==> src/hw/break_trace_pkg.sv <==
// shared constants and types for the break and trace event unit
package break_trace_pkg;
   localparam int NUM_EVENTS   = 8;
   localparam int ADDR_W       = 20;
   localparam int DATA_W       = 16;
   localparam int PASS_W       = 8;
   localparam int TS_W         = 24;
   localparam int TRACE_DEPTH  = 8;
   localparam int SEQ_STATES   = 4;
   localparam logic [1:0] SEQ_BREAK_STATE = 2'h3;
   localparam logic [PASS_W-1:0] PASS_ONE = 8'h01;
   localparam logic [PASS_W-1:0] PASS_RESET = 8'h01;
   localparam logic [TS_W-1:0] TS_RESET = 24'h000000;
   localparam logic [2:0] QUEUE_MAX = 3'h4;
   localparam logic BUS_WIDTH_16 = 1'b1;
   // trace record field positions, low to high
   localparam int TR_TS_LSB    = 0;
   localparam int TR_EXT_LSB   = TR_TS_LSB + TS_W;
   localparam int TR_QN_LSB    = TR_EXT_LSB + 8;
   localparam int TR_CPU_LSB   = TR_QN_LSB + 3;
   localparam int TR_RW_LSB    = TR_CPU_LSB + 3;
   localparam int TR_BUS_LSB   = TR_RW_LSB + 2;
   localparam int TR_VALID_LSB = TR_BUS_LSB + 3;
   localparam int TR_UBE_LSB   = TR_VALID_LSB + 1;
   localparam int TR_WIDTH_LSB = TR_UBE_LSB + 1;
   localparam int TR_DATA_LSB  = TR_WIDTH_LSB + 1;
   localparam int TR_ADDR_LSB  = TR_DATA_LSB + DATA_W;
   localparam int TRACE_W      = TR_ADDR_LSB + ADDR_W;

   typedef enum logic [2:0] {EV_FETCH, EV_DATA, EV_BIT, EV_INTERRUPT, EV_TRIGGER} event_kind_t;
   typedef enum logic [1:0] {COMB_AND, COMB_SAME_TIME, COMB_OR, COMB_STATE} combine_mode_t;
   typedef enum logic [1:0] {ACC_READ, ACC_WRITE, ACC_EITHER} access_cond_t;
   typedef enum logic [1:0] {RW_NONE, RW_READ, RW_WRITE} rw_code_t;
   typedef enum logic [2:0] {BUS_IDLE, BUS_NON_CPU, BUS_INT_ACK, CPU_CODE_BYTE_READ,
                             CPU_CODE_WORD_READ, CPU_DATA_BYTE_ACCESS,
                             CPU_DATA_WORD_ACCESS} bus_unit_t;
   typedef enum logic [2:0] {OPCODE_BYTE_READ, OPCODE_WORD_READ, OPERAND_BYTE_READ,
                             OPERAND_WORD_READ, QUEUE_FLUSH_STATUS} cpu_status_t;
endpackage

==> src/hw/stream_if.sv <==
// valid/ready stream carrier between the unit and its trace fifo
`timescale 1ns/10ps
`default_nettype none
interface stream_if #(parameter int WIDTH = 8);
   logic             valid;
   logic             ready;
   logic [WIDTH-1:0] data;
   modport source (output valid, output data, input ready);
   modport sink   (input valid, input data, output ready);
endinterface
`default_nettype wire

==> src/hw/trace_fifo.sv <==
// flip-flop fifo for trace records with valid/ready on both sides
`timescale 1ns/10ps
`default_nettype none
module trace_fifo #(
   parameter int WIDTH = 8,
   parameter int DEPTH = 8
) (
   input wire logic clk,
   input wire logic reset_n,
   stream_if.sink   wr,
   stream_if.source rd
);
   localparam int PW = $clog2(DEPTH);
   logic [WIDTH-1:0] mem [DEPTH];
   logic [PW-1:0]    wr_ptr, rd_ptr, next_wr_ptr, next_rd_ptr;
   logic [PW:0]      count, next_count;
   logic             push, pop;

   // full and empty come straight from the count
   assign wr.ready = (count != (PW+1)'(DEPTH));
   assign rd.valid = (count != '0);
   assign rd.data  = mem[rd_ptr];
   assign push     = wr.valid && wr.ready;
   assign pop      = rd.valid && rd.ready;

   // pointer wrap works for depths that are not a power of two
   always_comb begin
      next_wr_ptr = wr_ptr;
      next_rd_ptr = rd_ptr;
      if (push) next_wr_ptr = (wr_ptr == PW'(DEPTH - 1)) ? '0 : wr_ptr + 1'b1;
      if (pop) next_rd_ptr = (rd_ptr == PW'(DEPTH - 1)) ? '0 : rd_ptr + 1'b1;
      next_count = count + (PW+1)'(push) - (PW+1)'(pop);
   end

   always_ff @(posedge clk or negedge reset_n) begin
      if (!reset_n) begin
         wr_ptr <= '0;
         rd_ptr <= '0;
         count  <= '0;
      end else begin
         wr_ptr <= next_wr_ptr;
         rd_ptr <= next_rd_ptr;
         count  <= next_count;
      end
   end

   // storage has no reset, only written on push
   always_ff @(posedge clk) begin
      if (push) mem[wr_ptr] <= wr.data;
   end
endmodule // trace_fifo
`default_nettype wire

==> src/hw/break_trace_event_unit.sv <==
// event detection, break control and trace capture for the emulator
`timescale 1ns/10ps
`default_nettype none
// Functional notes
// - hardware break halts only after the breakpoint instruction completes
// - event kinds detect instruction fetch, data access and bit access
// - interrupt event fires on interrupt entry and on interrupt completion
// - trigger event fires from external trace inputs, not bus activity
// - eight fetch address conditions, each single address or range
// - eight masked data conditions, each single value or range
// - data events qualified by read, write or either
// - and mode breaks once all enabled events occurred, any order
// - same-time mode breaks when all enabled events match one cycle
// - or mode breaks when any enabled event occurs
// - state mode walks a sequence and breaks entering break state
// - pass count 1 to 255 matches needed before event counts occurred
// - same-time mode forces every pass count to one
// - no hardware break while global enable is cleared
// - software break stops before the marked statement executes
// - free run suppresses software and hardware breaks
// - trace record holds address, data and a 16-bit bus width
// - trace records upper byte enable, low means odd byte valid
// - trace records active-low bus cycle valid flag
// - trace records bus unit status code per cycle
// - trace records cpu to bus unit status code
// - trace records instruction queue byte count, 0 to 4
// - trace samples eight external trace input levels
// - trace carries timestamp from start of user program
module break_trace_event_unit
   import break_trace_pkg::*;
#(
   parameter int EVENTS     = NUM_EVENTS,
   parameter int FIFO_DEPTH = TRACE_DEPTH
) (
   input  wire logic                clk,
   input  wire logic                reset_n,
   // target bus and cpu view
   input  wire logic [ADDR_W-1:0]   bus_addr,
   input  wire logic [DATA_W-1:0]   bus_data,
   input  wire logic                bus_write,
   input  wire logic                upper_byte_enable_n,
   input  wire logic                bus_cycle_valid_n,
   input  wire bus_unit_t           bus_unit,
   input  wire cpu_status_t         cpu_status,
   input  wire logic [2:0]          queue_byte_count,
   input  wire logic                bit_access,
   input  wire logic                irq_taken,
   input  wire logic                irq_done,
   input  wire logic                insn_complete,
   input  wire logic                sw_break_hit,
   input  wire logic [7:0]          external_trace_inputs,
   // run control
   input  wire logic                run_start,
   input  wire logic                free_run,
   input  wire logic                hw_break_enable,
   input  wire combine_mode_t       combine_mode,
   // per event setup
   input  wire logic [EVENTS-1:0]   event_enable,
   input  wire event_kind_t         event_kind   [EVENTS],
   input  wire logic [ADDR_W-1:0]   addr_low     [EVENTS],
   input  wire logic [ADDR_W-1:0]   addr_high    [EVENTS],
   input  wire logic [DATA_W-1:0]   data_low     [EVENTS],
   input  wire logic [DATA_W-1:0]   data_high    [EVENTS],
   input  wire logic [DATA_W-1:0]   data_mask    [EVENTS],
   input  wire access_cond_t        access_cond  [EVENTS],
   input  wire logic [PASS_W-1:0]   pass_count   [EVENTS],
   input  wire logic [2:0]          state_event  [SEQ_STATES-1],
   // status and results
   output logic                     halt,
   output logic                     sw_break_taken,
   output logic                     hw_break_taken,
   output logic [EVENTS-1:0]        event_occurred,
   output logic                     trace_overflow,
   output logic                     trace_valid,
   output logic [TRACE_W-1:0]       trace_data,
   input  wire logic                trace_ready
);
   typedef enum logic [1:0] {BRK_OFF, BRK_RUN, BRK_PEND, BRK_STOP} brk_state_t;

   brk_state_t              state, next_state;
   logic [PASS_W-1:0]       pass_left [EVENTS];
   logic [PASS_W-1:0]       next_pass_left [EVENTS];
   logic [EVENTS-1:0]       next_occurred;
   logic [EVENTS-1:0]       ev_match, hit;
   logic [1:0]              seq_state, next_seq_state;
   logic [TS_W-1:0]         timestamp, next_timestamp;
   logic                    next_halt, next_sw_taken, next_hw_taken, next_overflow;
   logic                    hw_fire, running, any_enabled;
   logic [TRACE_W-1:0]      record;
   rw_code_t                rw_code;

   stream_if #(.WIDTH(TRACE_W)) push_if ();
   stream_if #(.WIDTH(TRACE_W)) pop_if ();

   // inclusive range check, single value when low equals high
   function automatic logic in_range(input logic [ADDR_W-1:0] v,
                                     input logic [ADDR_W-1:0] lo,
                                     input logic [ADDR_W-1:0] hi);
      in_range = (v >= lo) && (v <= hi);
   endfunction

   // masked data range, masked-off byte lanes never disturb the compare
   function automatic logic data_hit(input logic [DATA_W-1:0] v,
                                     input logic [DATA_W-1:0] lo,
                                     input logic [DATA_W-1:0] hi,
                                     input logic [DATA_W-1:0] m);
      data_hit = ((v & m) >= (lo & m)) && ((v & m) <= (hi & m));
   endfunction

   assign running = (state == BRK_RUN) || (state == BRK_PEND);

   // raw per-event match against the current cycle
   always_comb begin
      for (int i = 0; i < EVENTS; i++) begin
         ev_match[i] = 1'b0;
         unique case (event_kind[i])
            EV_FETCH: ev_match[i] = !bus_cycle_valid_n &&
               (bus_unit == CPU_CODE_BYTE_READ || bus_unit == CPU_CODE_WORD_READ) &&
               in_range(bus_addr, addr_low[i], addr_high[i]);
            EV_DATA: ev_match[i] = !bus_cycle_valid_n &&
               (bus_unit == CPU_DATA_BYTE_ACCESS || bus_unit == CPU_DATA_WORD_ACCESS) &&
               in_range(bus_addr, addr_low[i], addr_high[i]) &&
               data_hit(bus_data, data_low[i], data_high[i], data_mask[i]) &&
               ((access_cond[i] == ACC_EITHER) ||
                (access_cond[i] == ACC_WRITE && bus_write) ||
                (access_cond[i] == ACC_READ && !bus_write));
            EV_BIT: ev_match[i] = !bus_cycle_valid_n && bit_access &&
               in_range(bus_addr, addr_low[i], addr_high[i]);
            EV_INTERRUPT: ev_match[i] = irq_taken || irq_done;
            EV_TRIGGER: ev_match[i] = ((external_trace_inputs ^ data_low[i][7:0])
               & data_mask[i][7:0]) == 8'h00;
            default: ev_match[i] = 1'b0;
         endcase
      end
   end

   // pass counters: reload on arm, count down, latch occurrence
   always_comb begin
      for (int i = 0; i < EVENTS; i++) begin
         hit[i] = running && event_enable[i] && ev_match[i] && !event_occurred[i] &&
                  (pass_left[i] == PASS_ONE);
         next_pass_left[i] = pass_left[i];
         next_occurred[i]  = event_occurred[i];
         if (run_start) begin
            // a programmed zero is treated as one so the event can still fire
            next_pass_left[i] = (combine_mode == COMB_SAME_TIME || pass_count[i] == '0)
                                ? PASS_ONE : pass_count[i];
            next_occurred[i]  = 1'b0;
         end else if (hit[i]) begin
            next_occurred[i] = 1'b1;
         end else if (running && event_enable[i] && ev_match[i] && !event_occurred[i]) begin
            next_pass_left[i] = pass_left[i] - PASS_ONE;
         end
      end
   end

   always_ff @(posedge clk or negedge reset_n) begin
      if (!reset_n) begin
         for (int i = 0; i < EVENTS; i++) pass_left[i] <= PASS_RESET;
         event_occurred <= '0;
      end else begin
         for (int i = 0; i < EVENTS; i++) pass_left[i] <= next_pass_left[i];
         event_occurred <= next_occurred;
      end
   end

   // sequence walker for state mode and the combination decision
   always_comb begin
      any_enabled    = |event_enable;
      next_seq_state = seq_state;
      if (run_start) begin
         next_seq_state = '0;
      end else if (seq_state != SEQ_BREAK_STATE && hit[state_event[seq_state]]) begin
         next_seq_state = seq_state + 2'h1;
      end
      unique case (combine_mode)
         COMB_AND:       hw_fire = any_enabled &&
                                   ((next_occurred | ~event_enable) == '1);
         COMB_SAME_TIME: hw_fire = any_enabled && running &&
                                   ((ev_match | ~event_enable) == '1);
         COMB_OR:        hw_fire = |hit;
         COMB_STATE:     hw_fire = (seq_state != SEQ_BREAK_STATE) &&
                                   (next_seq_state == SEQ_BREAK_STATE);
      endcase
   end

   always_ff @(posedge clk or negedge reset_n) begin
      if (!reset_n) seq_state <= '0;
      else seq_state <= next_seq_state;
   end

   // run and break control; halt flop mirrors the stop state
   always_comb begin
      next_state    = state;
      next_sw_taken = sw_break_taken;
      next_hw_taken = hw_break_taken;
      if (run_start) begin
         next_state    = BRK_RUN;
         next_sw_taken = 1'b0;
         next_hw_taken = 1'b0;
      end else begin
         unique case (state)
            BRK_OFF: next_state = BRK_OFF;
            BRK_RUN: begin
               if (sw_break_hit && !free_run) begin
                  next_state    = BRK_STOP;
                  next_sw_taken = 1'b1;
               end else if (hw_fire && hw_break_enable && !free_run) begin
                  next_state = BRK_PEND;
               end
            end
            BRK_PEND: begin
               // the target finishes the matched instruction before stopping
               if (insn_complete) begin
                  next_state    = BRK_STOP;
                  next_hw_taken = 1'b1;
               end
            end
            BRK_STOP: next_state = BRK_STOP;
         endcase
      end
      next_halt = (next_state == BRK_STOP);
   end

   always_ff @(posedge clk or negedge reset_n) begin
      if (!reset_n) begin
         state          <= BRK_OFF;
         halt           <= 1'b0;
         sw_break_taken <= 1'b0;
         hw_break_taken <= 1'b0;
      end else begin
         state          <= next_state;
         halt           <= next_halt;
         sw_break_taken <= next_sw_taken;
         hw_break_taken <= next_hw_taken;
      end
   end

   // trace record assembly; address and data mean nothing when cycle invalid
   always_comb begin
      rw_code = bus_cycle_valid_n ? RW_NONE : (bus_write ? RW_WRITE : RW_READ);
      record  = '0;
      record[TR_ADDR_LSB +: ADDR_W] = bus_addr;
      record[TR_DATA_LSB +: DATA_W] = bus_data;
      record[TR_WIDTH_LSB]          = BUS_WIDTH_16;
      record[TR_UBE_LSB]            = upper_byte_enable_n;
      record[TR_VALID_LSB]          = bus_cycle_valid_n;
      record[TR_BUS_LSB +: 3]       = bus_unit;
      record[TR_RW_LSB +: 2]        = rw_code;
      record[TR_CPU_LSB +: 3]       = cpu_status;
      record[TR_QN_LSB +: 3]        = (queue_byte_count > QUEUE_MAX) ?
                                      QUEUE_MAX : queue_byte_count;
      record[TR_EXT_LSB +: 8]       = external_trace_inputs;
      record[TR_TS_LSB +: TS_W]     = timestamp;
   end

   // a full fifo drops the cycle; the sticky flag tells software the trace has a gap
   assign push_if.valid = running;
   assign push_if.data  = record;

   always_comb begin
      next_timestamp = timestamp;
      if (run_start) next_timestamp = TS_RESET;
      else if (running) next_timestamp = timestamp + 1'b1;
      next_overflow = trace_overflow;
      if (run_start) next_overflow = 1'b0;
      if (running && !push_if.ready) next_overflow = 1'b1;                        // set wins
   end

   always_ff @(posedge clk or negedge reset_n) begin
      if (!reset_n) begin
         timestamp      <= TS_RESET;
         trace_overflow <= 1'b0;
      end else begin
         timestamp      <= next_timestamp;
         trace_overflow <= next_overflow;
      end
   end

   trace_fifo #(.WIDTH(TRACE_W), .DEPTH(FIFO_DEPTH)) u_trace_fifo (
      .clk     (clk),
      .reset_n (reset_n),
      .wr      (push_if.sink),
      .rd      (pop_if.source)
   );

   // output register stage so trace ports come straight from flops
   assign pop_if.ready = !trace_valid || trace_ready;

   always_ff @(posedge clk or negedge reset_n) begin
      if (!reset_n) begin
         trace_valid <= 1'b0;
         trace_data  <= '0;
      end else if (pop_if.ready) begin
         trace_valid <= pop_if.valid;
         trace_data  <= pop_if.data;
      end
   end
endmodule // break_trace_event_unit
`default_nettype wire

==> config.mk <==
export PLATFORM = sky130hd
export DESIGN_NAME = break_trace_event_unit
export DESIGN_NICKNAME = d
export VERILOG_FILES = /design/src/hw/break_trace_pkg.sv /design/src/hw/stream_if.sv /design/src/hw/trace_fifo.sv /design/src/hw/break_trace_event_unit.sv
export SDC_FILE = /design/constraint.sdc
export NUM_CORES = 2
export LEC_CHECK = 0
export BUFFER_PORTS_ARGS = -buffer_cell sky130_fd_sc_hd__buf_2
export CORE_AREA = 2 2 381 383
export DETAILED_ROUTE_END_ITERATION = 10
export DIE_AREA = 0 0 383 385
export HOLD_SLACK_MARGIN = 0.06
export PLACE_DENSITY_LB_ADDON = 0.1
export SETUP_SLACK_MARGIN = 0.4
export SLEW_MARGIN = 20
export SYNTH_ARGS = -nofsm -noshare
export SYNTH_HDL_FRONTEND = slang
export SYNTH_SLANG_ARGS = --single-unit
==> constraint.sdc <==
create_clock -name clk -period 8.7 [get_ports clk]
set_input_delay 1.74 -clock clk [delete_from_list [all_inputs] [get_ports clk]]
set_output_delay 1.74 -clock clk [all_outputs]
set_load 0.05 [all_outputs]
# Word level (Yosys, flattened, before mapping)
# Memories as Yosys holds them, arrays and structs flattened. A register that Yosys moved wholly into a read port is not among the register bits.
# Index checks and enable logic that the tools add are counted.
# word_totals
word_cells	505
inputBits	894
reg_bits	197
mem_bits_rw	648
memories	1
# mem_list
memory	depth	word_bits	rd	rd_ports_with_merged_regs	write_ports	line_no	source
u_trace_fifo.mem	8	81	1	1	1	trace_fifo.sv:14	logic [WIDTH-1:0] mem [DEPTH];
# classes
n_bitwise	44
n_eq_ne	82
mux	86
n_lt_le_gt_ge	35
n_reduce_logical	222
n_addsub	14
# ops
op	count
16-bit bitwise AND	24
8-bit 2-to-1 mux	32
20-bit greater-or-equal comparator	8
20-bit less-or-equal comparator	8
16-bit greater-or-equal comparator	8
16-bit less-or-equal comparator	8
8-bit logical NOT	16
1-bit logical AND	118
8-bit bitwise AND	8
8-bit by 1-bit equality test with 1-bit output (second input constant)	8
8-bit by 1-bit subtractor with 8-bit output (second input constant)	8
8-bit XOR	8
3-bit by 2-bit equality test with 1-bit output (second input constant)	17
24-bit 2-to-1 mux	2
1-bit case mux with 5 select lines	8
3-bit equality test (second input constant)	13
1-bit logical OR	29
2-bit equality test (second input constant)	14
2-bit nonzero test	14
1-bit 2-to-1 mux	27
24-bit by 1-bit adder with 24-bit output (second input constant)	1
3-bit by 1-bit equality test with 1-bit output (second input constant)	8
3-bit logical NOT	8
2-bit by 1-bit equality test with 1-bit output (second input constant)	10
24 further kinds	78

# Longest topological paths before layout
# depth
ltp_word	25
mapped_depth	16

# Modules after synthesis
# A second synthesis with hierarchy kept.
# hier_totals
cells_unflattened	4261
hier_area_um2	51366.8
# by_module_without_submodules
module	n_inst	cells_each	area_each_um2
break_trace_event_unit	1	3256	26133.8
trace_fifo	1	1005	25233.0

# Worst setup path after synthesis
# Ideal clock, no wire load.
# synth_path
kind	flip-flop to flip-flop
start	register state[0]
end	memory u_trace_fifo.mem[1][0] (netlist bit), enable pin
slack_ns	0.961
path_buffers	2
path_stages_with_launch	9
setup_ns	0.620
period_less_slack_ns	7.739
arrival_ns	7.119
required_time_ns	8.080
path_cell_list	dfrtp_1 > inv_1 > ha_1 > clkbuf_1 > clkbuf_1 > nand2b_1 > inv_1 > nand2_1 > nor3_1
# synth_via
elab_chain_cells	5
# synth_rtl
element	line_no	source
from (decl)	break_trace_event_unit.sv:80	brk_state_t state, next_state;
from (signal assigned)	break_trace_event_unit.sv:232	state <= next_state;
2-bit by 1-bit equality test with 1-bit output or 2-bit equality test (tied branches)	break_trace_event_unit.sv:110	assign running = (state == BRK_RUN) || (state == BRK_PEND);
1-bit logical OR *	break_trace_event_unit.sv:110	
1-bit logical AND *	trace_fifo.sv:23	assign push = wr.valid && wr.ready;
via u_trace_fifo.push	trace_fifo.sv:17	logic push, pop;
1-bit 2-to-1 mux *	trace_fifo.sv:49	if (push) mem[wr_ptr] <= wr.data;
1-bit 2-to-1 mux (implied by the code) *	trace_fifo.sv:49	
to (decl)	trace_fifo.sv:14	
# Mark *: on every way through the listed nets, which the timed path passes. The rest lies on a longest branch.

# Final worst setup path
# layout_path
start	input bus_addr[0]
end	register halt
# layout_via
elab_chain_cells	24
# layout_rtl
element	line_no	source
from (decl)	break_trace_event_unit.sv:38	input wire logic [ADDR_W-1:0] bus_addr,
20-bit greater-or-equal comparator or 20-bit less-or-equal comparator (tied branches)	break_trace_event_unit.sv:99	in_range = (v >= lo) && (v <= hi);
1-bit logical AND	break_trace_event_unit.sv:99	
1-bit logical AND	break_trace_event_unit.sv:121	(bus_unit == CPU_DATA_BYTE_ACCESS || bus_unit == CPU_DATA_WORD_ACCESS) &&
1-bit logical AND	break_trace_event_unit.sv:122	in_range(bus_addr, addr_low[i], addr_high[i]) &&
1-bit logical AND	break_trace_event_unit.sv:123	data_hit(bus_data, data_low[i], data_high[i], data_mask[i]) &&
1-bit case mux with 5 select lines	break_trace_event_unit.sv:116	unique case (event_kind[i])
1-bit logical AND (3 in a row)	break_trace_event_unit.sv:140	hit[i] = running && event_enable[i] && ev_match[i] && !event_occurred[i] &&
1-bit binary-select mux with 3-bit select	break_trace_event_unit.sv:173	end else if (seq_state != SEQ_BREAK_STATE && hit[state_event[seq_state]]) begin
[6 not listed]	-	
1-bit case mux with 4 select lines *	break_trace_event_unit.sv:176	unique case (combine_mode)
1-bit logical AND * (2 in a row)	break_trace_event_unit.sv:208	end else if (hw_fire && hw_break_enable && !free_run) begin
2-bit 2-to-1 mux *	break_trace_event_unit.sv:208	
2-bit 2-to-1 mux *	break_trace_event_unit.sv:205	if (sw_break_hit && !free_run) begin
2-bit case mux with 4 select lines *	break_trace_event_unit.sv:202	unique case (state)
2-bit 2-to-1 mux *	break_trace_event_unit.sv:197	if (run_start) begin
2-bit equality test *	break_trace_event_unit.sv:222	next_halt = (next_state == BRK_STOP);
via next_halt	break_trace_event_unit.sv:87	logic next_halt, next_sw_taken, next_hw_taken, next_overflow;
to (signal assigned)	break_trace_event_unit.sv:233	halt <= next_halt;
to (decl)	break_trace_event_unit.sv:69	output logic halt,
# Mark *: on every way through the listed nets, which the timed path passes. The rest lies on a longest branch. The select of a mux whose other input is x is not followed.
# A chain may end at the register's enable or synchronous reset.

==> impl_metrics.json <==
{
  "status": "complete, no violations",
  "synth_cells": 4375,
  "drcViolationCount": 0,
  "tightestPinTransition_ns": 1.113,
  "clk_latency_ns": 0.67,
  "die_x_um": 383,
  "area_growth_pct": 21.44,
  "fin_skew_ns": 0.03368,
  "die_h_um": 385,
  "async_flop_share_pct": 23.31,
  "wl_per_cell_um": 31.50,
  "cts_sinks": 845,
  "grt_util_all_layers_pct": 31.34,
  "grt_first_pass_wirelength_mm": 319.5,
  "routed_wl_mm": 236.3,
  "arrival_ns": 6.38,
  "layout-drive-gt1-share_pct": 24.98,
  "powerDensity_nw_per_um2": 252.9,
  "cp_cell_sequence": "buf_2, inv_1, buf_4, ha_1, nor2b_1, o21ai_0, a221oi_1, o21ai_0, a221oi_1, nor3_1, a32o_1, a211oi_1, o221a_2, mux2i_1, o2111ai_1, o21a_1, nor4_2",
  "vias": 40997,
  "io_pins": 989,
  "synth_fp_nets": 5879,
  "crit_path_start_kind": "primary input",
  "die_area_sq_um": 147500,
  "required_ns": 9.27,
  "setup_violations": 0,
  "irDropWorstVdd_mv": 0.2420,
  "finalHoldViolations": 0,
  "path_buf_inv": 3,
  "clock.fmax_mhz": 172.1,
  "ys_warn_count": 0,
  "max_stage_delay_ns": 0.78,
  "path_delay_family": "compound AO/OA/AOI/OAI gates",
  "min_period_over_period_pct": 66.80,
  "synth_top_cell_area_share_pct": 38.45,
  "cts_setup_buffers": 0,
  "port_buffers": 988,
  "nets": 6906,
  "cp_max_fo": 9,
  "cts_buffers": 92,
  "period_needed_ns": 5.812,
  "syn_avg_cell_area_sq_um": 11.57,
  "dp_hpwl_mm": 186.7,
  "crit_type": "primary input to flop",
  "ys_top_cells_by_area": "edfxtp_1, ha_1, dfrtp_1, mux4_2, nand2_1",
  "grt_pass1_vias": 40240,
  "synth_top_area_cell": "edfxtp_1",
  "synth_commonest_cells": "edfxtp_1, ha_1, nand2_1",
  "first_iter_violations": 3419,
  "cts_buffer_depth": 3,
  "fin_tns_setup_ns": 0,
  "nFillCells": 13876,
  "start_util_pct": 35.36,
  "fp-row-count": 139,
  "root_buffer": "clkbuf_16",
  "slew_headroom_pct": 25.77,
  "fin_ws_ns": 2.888,
  "antenna_found_initial": 213,
  "syn_area_sq_um": 50610,
  "yosysUniqueCellTypes": 87,
  "cts_tree": "built",
  "whs_path_depth": 2,
  "rsz0062_at_grt": "no",
  "worst_setup_path_end_kind": "flop",
  "core_sq_um": 143100,
  "grt_max_degree": 111,
  "seq_area_frac_synth_pct": 48.21,
  "final_max_slew_viol_count": 0,
  "synth_ff_type": "edfxtp_1",
  "cts.clk_slew.worst_paths_ns": 0.06,
  "first_pass_iters": 6,
  "cp.depth": 17,
  "synth_edf_count": 648,
  "dpl_worst_slack_ns": 2.182,
  "cts-hold-fix-buffers": 0,
  "gr-total-overflow": 0,
  "htreeDepth": 3,
  "r2r_cells": 8,
  "hold_path.class": "flop to flop",
  "cts_resized": 0,
  "via_per_inst": 5.464,
  "yosysMostFrequentCell": "edfxtp_1",
  "leakage_nw": 26.53,
  "cp_slowest_cell": "a221oi_1",
  "final_antenna_net_count": 0,
  "place_congestion": 1.096,
  "ys_ff_latch": 845,
  "cap_violations": 0
}
flip-flops by register name, indices dropped and copies added, names as in the netlist, 2 cells and up:
register,flops
u_trace_fifo.wr_ptr,3
u_trace_fifo.mem,648
state,2
u_trace_fifo.rd_ptr,3
pass_left,64
event_occurred,8
u_trace_fifo.count,4
seq_state,2
trace_data,82
timestamp,24
power by group:
group          internal, mW  switching [mW]  total [mW]
Sequential             5.50           0.495        5.99
Combinational          1.95            3.54        5.50
Clock                  2.43            1.62        4.05
Total                  9.88            5.66        15.5
final timing paths:
check	start	to	slack [ns]
min in group asynchronous	reset_n	trace_data[37]	1.08
worst min-delay path	trace_data[16]	trace_data[16]	0.47
worst max register to register	state[0]	u_trace_fifo.mem[0][26]	4.74
worst min register to register	trace_data[16]	trace_data[16]	0.47
worst max-delay path	bus_addr[0]	halt	2.89
max in group asynchronous	reset_n	pass_left[26]	6.30
cells in the final DEF (no fill, tap or decap), types with 13 or more instances in the layout:
master,count
o21ai_0,211
a211oi_1,41
nand3_1,87
or3_1,21
a22oi_1,27
o21ai_1,28
nand2_1,543
bufinv_16,13
a21oi_1,260
ha_1,609
buf_2,986
a21o_1,44
inv_1,357
xnor2_1,23
nor2b_1,41
clkbuf_1,31
nor3_1,67
nand4_1,76
o211ai_1,26
clkbuf_16,94
o21a_1,19
mux4_2,162
nor2_1,153
edfxtp_1,648
nand2b_1,24
and2_1,147
and4_1,22
dfrtp_1,186
clkinv_1,13
mux2i_1,95
a31oi_1,15
or4_1,14
xor2_1,89
buf_4,41
nor4_1,24
diode_2,120
worst reg2reg max path, cell delays in order (launching register included):
cell     delay [ns]
dfrtp_1        0.42
inv_1          0.11
ha_1           0.29
buf_4          0.27
inv_1          0.26
or3_1          0.60
nor3_2         0.16
buf_4          0.53
buf_4          0.82
kinds of logic (layout without fill, tap and decap cells):
logic type               after synthesis  count (layout)  synth area share (%)
AND/OR/NAND/NOR                     1294            1294                 12.52
flip-flops                           845             845                 48.21
multiplexers                         259             259                 9.133
other                                  0             120                     0
AO/OA/AOI/OAI                        799             799                 9.721
buffers and inverters                456            1561                 3.382
XOR/XNOR                             112             112                 1.938
adder cells (fa/ha/maj)              610             610                 15.10
layer usage:
layer | track usage, % | up-vias | part of all wire, % | wire, um
met1 | 39.12 | 20280 | 40 | 95640
met2 | 50.94 | 1655 | 47 | 111300
met3 | 6.702 | 447 | 7.0 | 16460
li1 | - | 18565 | - | -
met5 | 0 | - | 0.14 | 322
met4 | 16.67 | 50 | 5.3 | 12560
layout make-up:
class,count,area [sq um],area share (%)
Multi-Input combinational cell,3074,24600,40.02
Sequential cell,845,24410,39.72
Timing Repair Buffer,1031,5309,8.638
Clock buffer,131,2551,4.151
Tap cell,1903,2381,3.874
Inverter,358,1344,2.186
Clock inverter,41,568.0,0.9243
Antenna cell,120,300.3,0.4886
through the flow:
| step | std cells | instance area [sq um] | total power, mW | hold WS, ns | util [%] |
|---|---|---|---|---|---|
| final | 7503 | 61460 | 15.54 | 0.4715 | 42.94 |
| after global routing | 7443 | 61310 | 16.33 | 0.4920 | 42.83 |
| after CTS | 7383 | 61150 | 15.78 | 0.4730 | 42.73 |
| after detailed placement | 7211 | 58040 | 11.69 | 0.4571 | 40.55 |
| after global placement | 7211 | 58040 | 11.67 | 0.4458 | 40.55 |
| after floorplan | 4375 | 50610 | 9.519 | 0.4735 | - |
No activity file was read; power rests on OpenSTA's default activity.
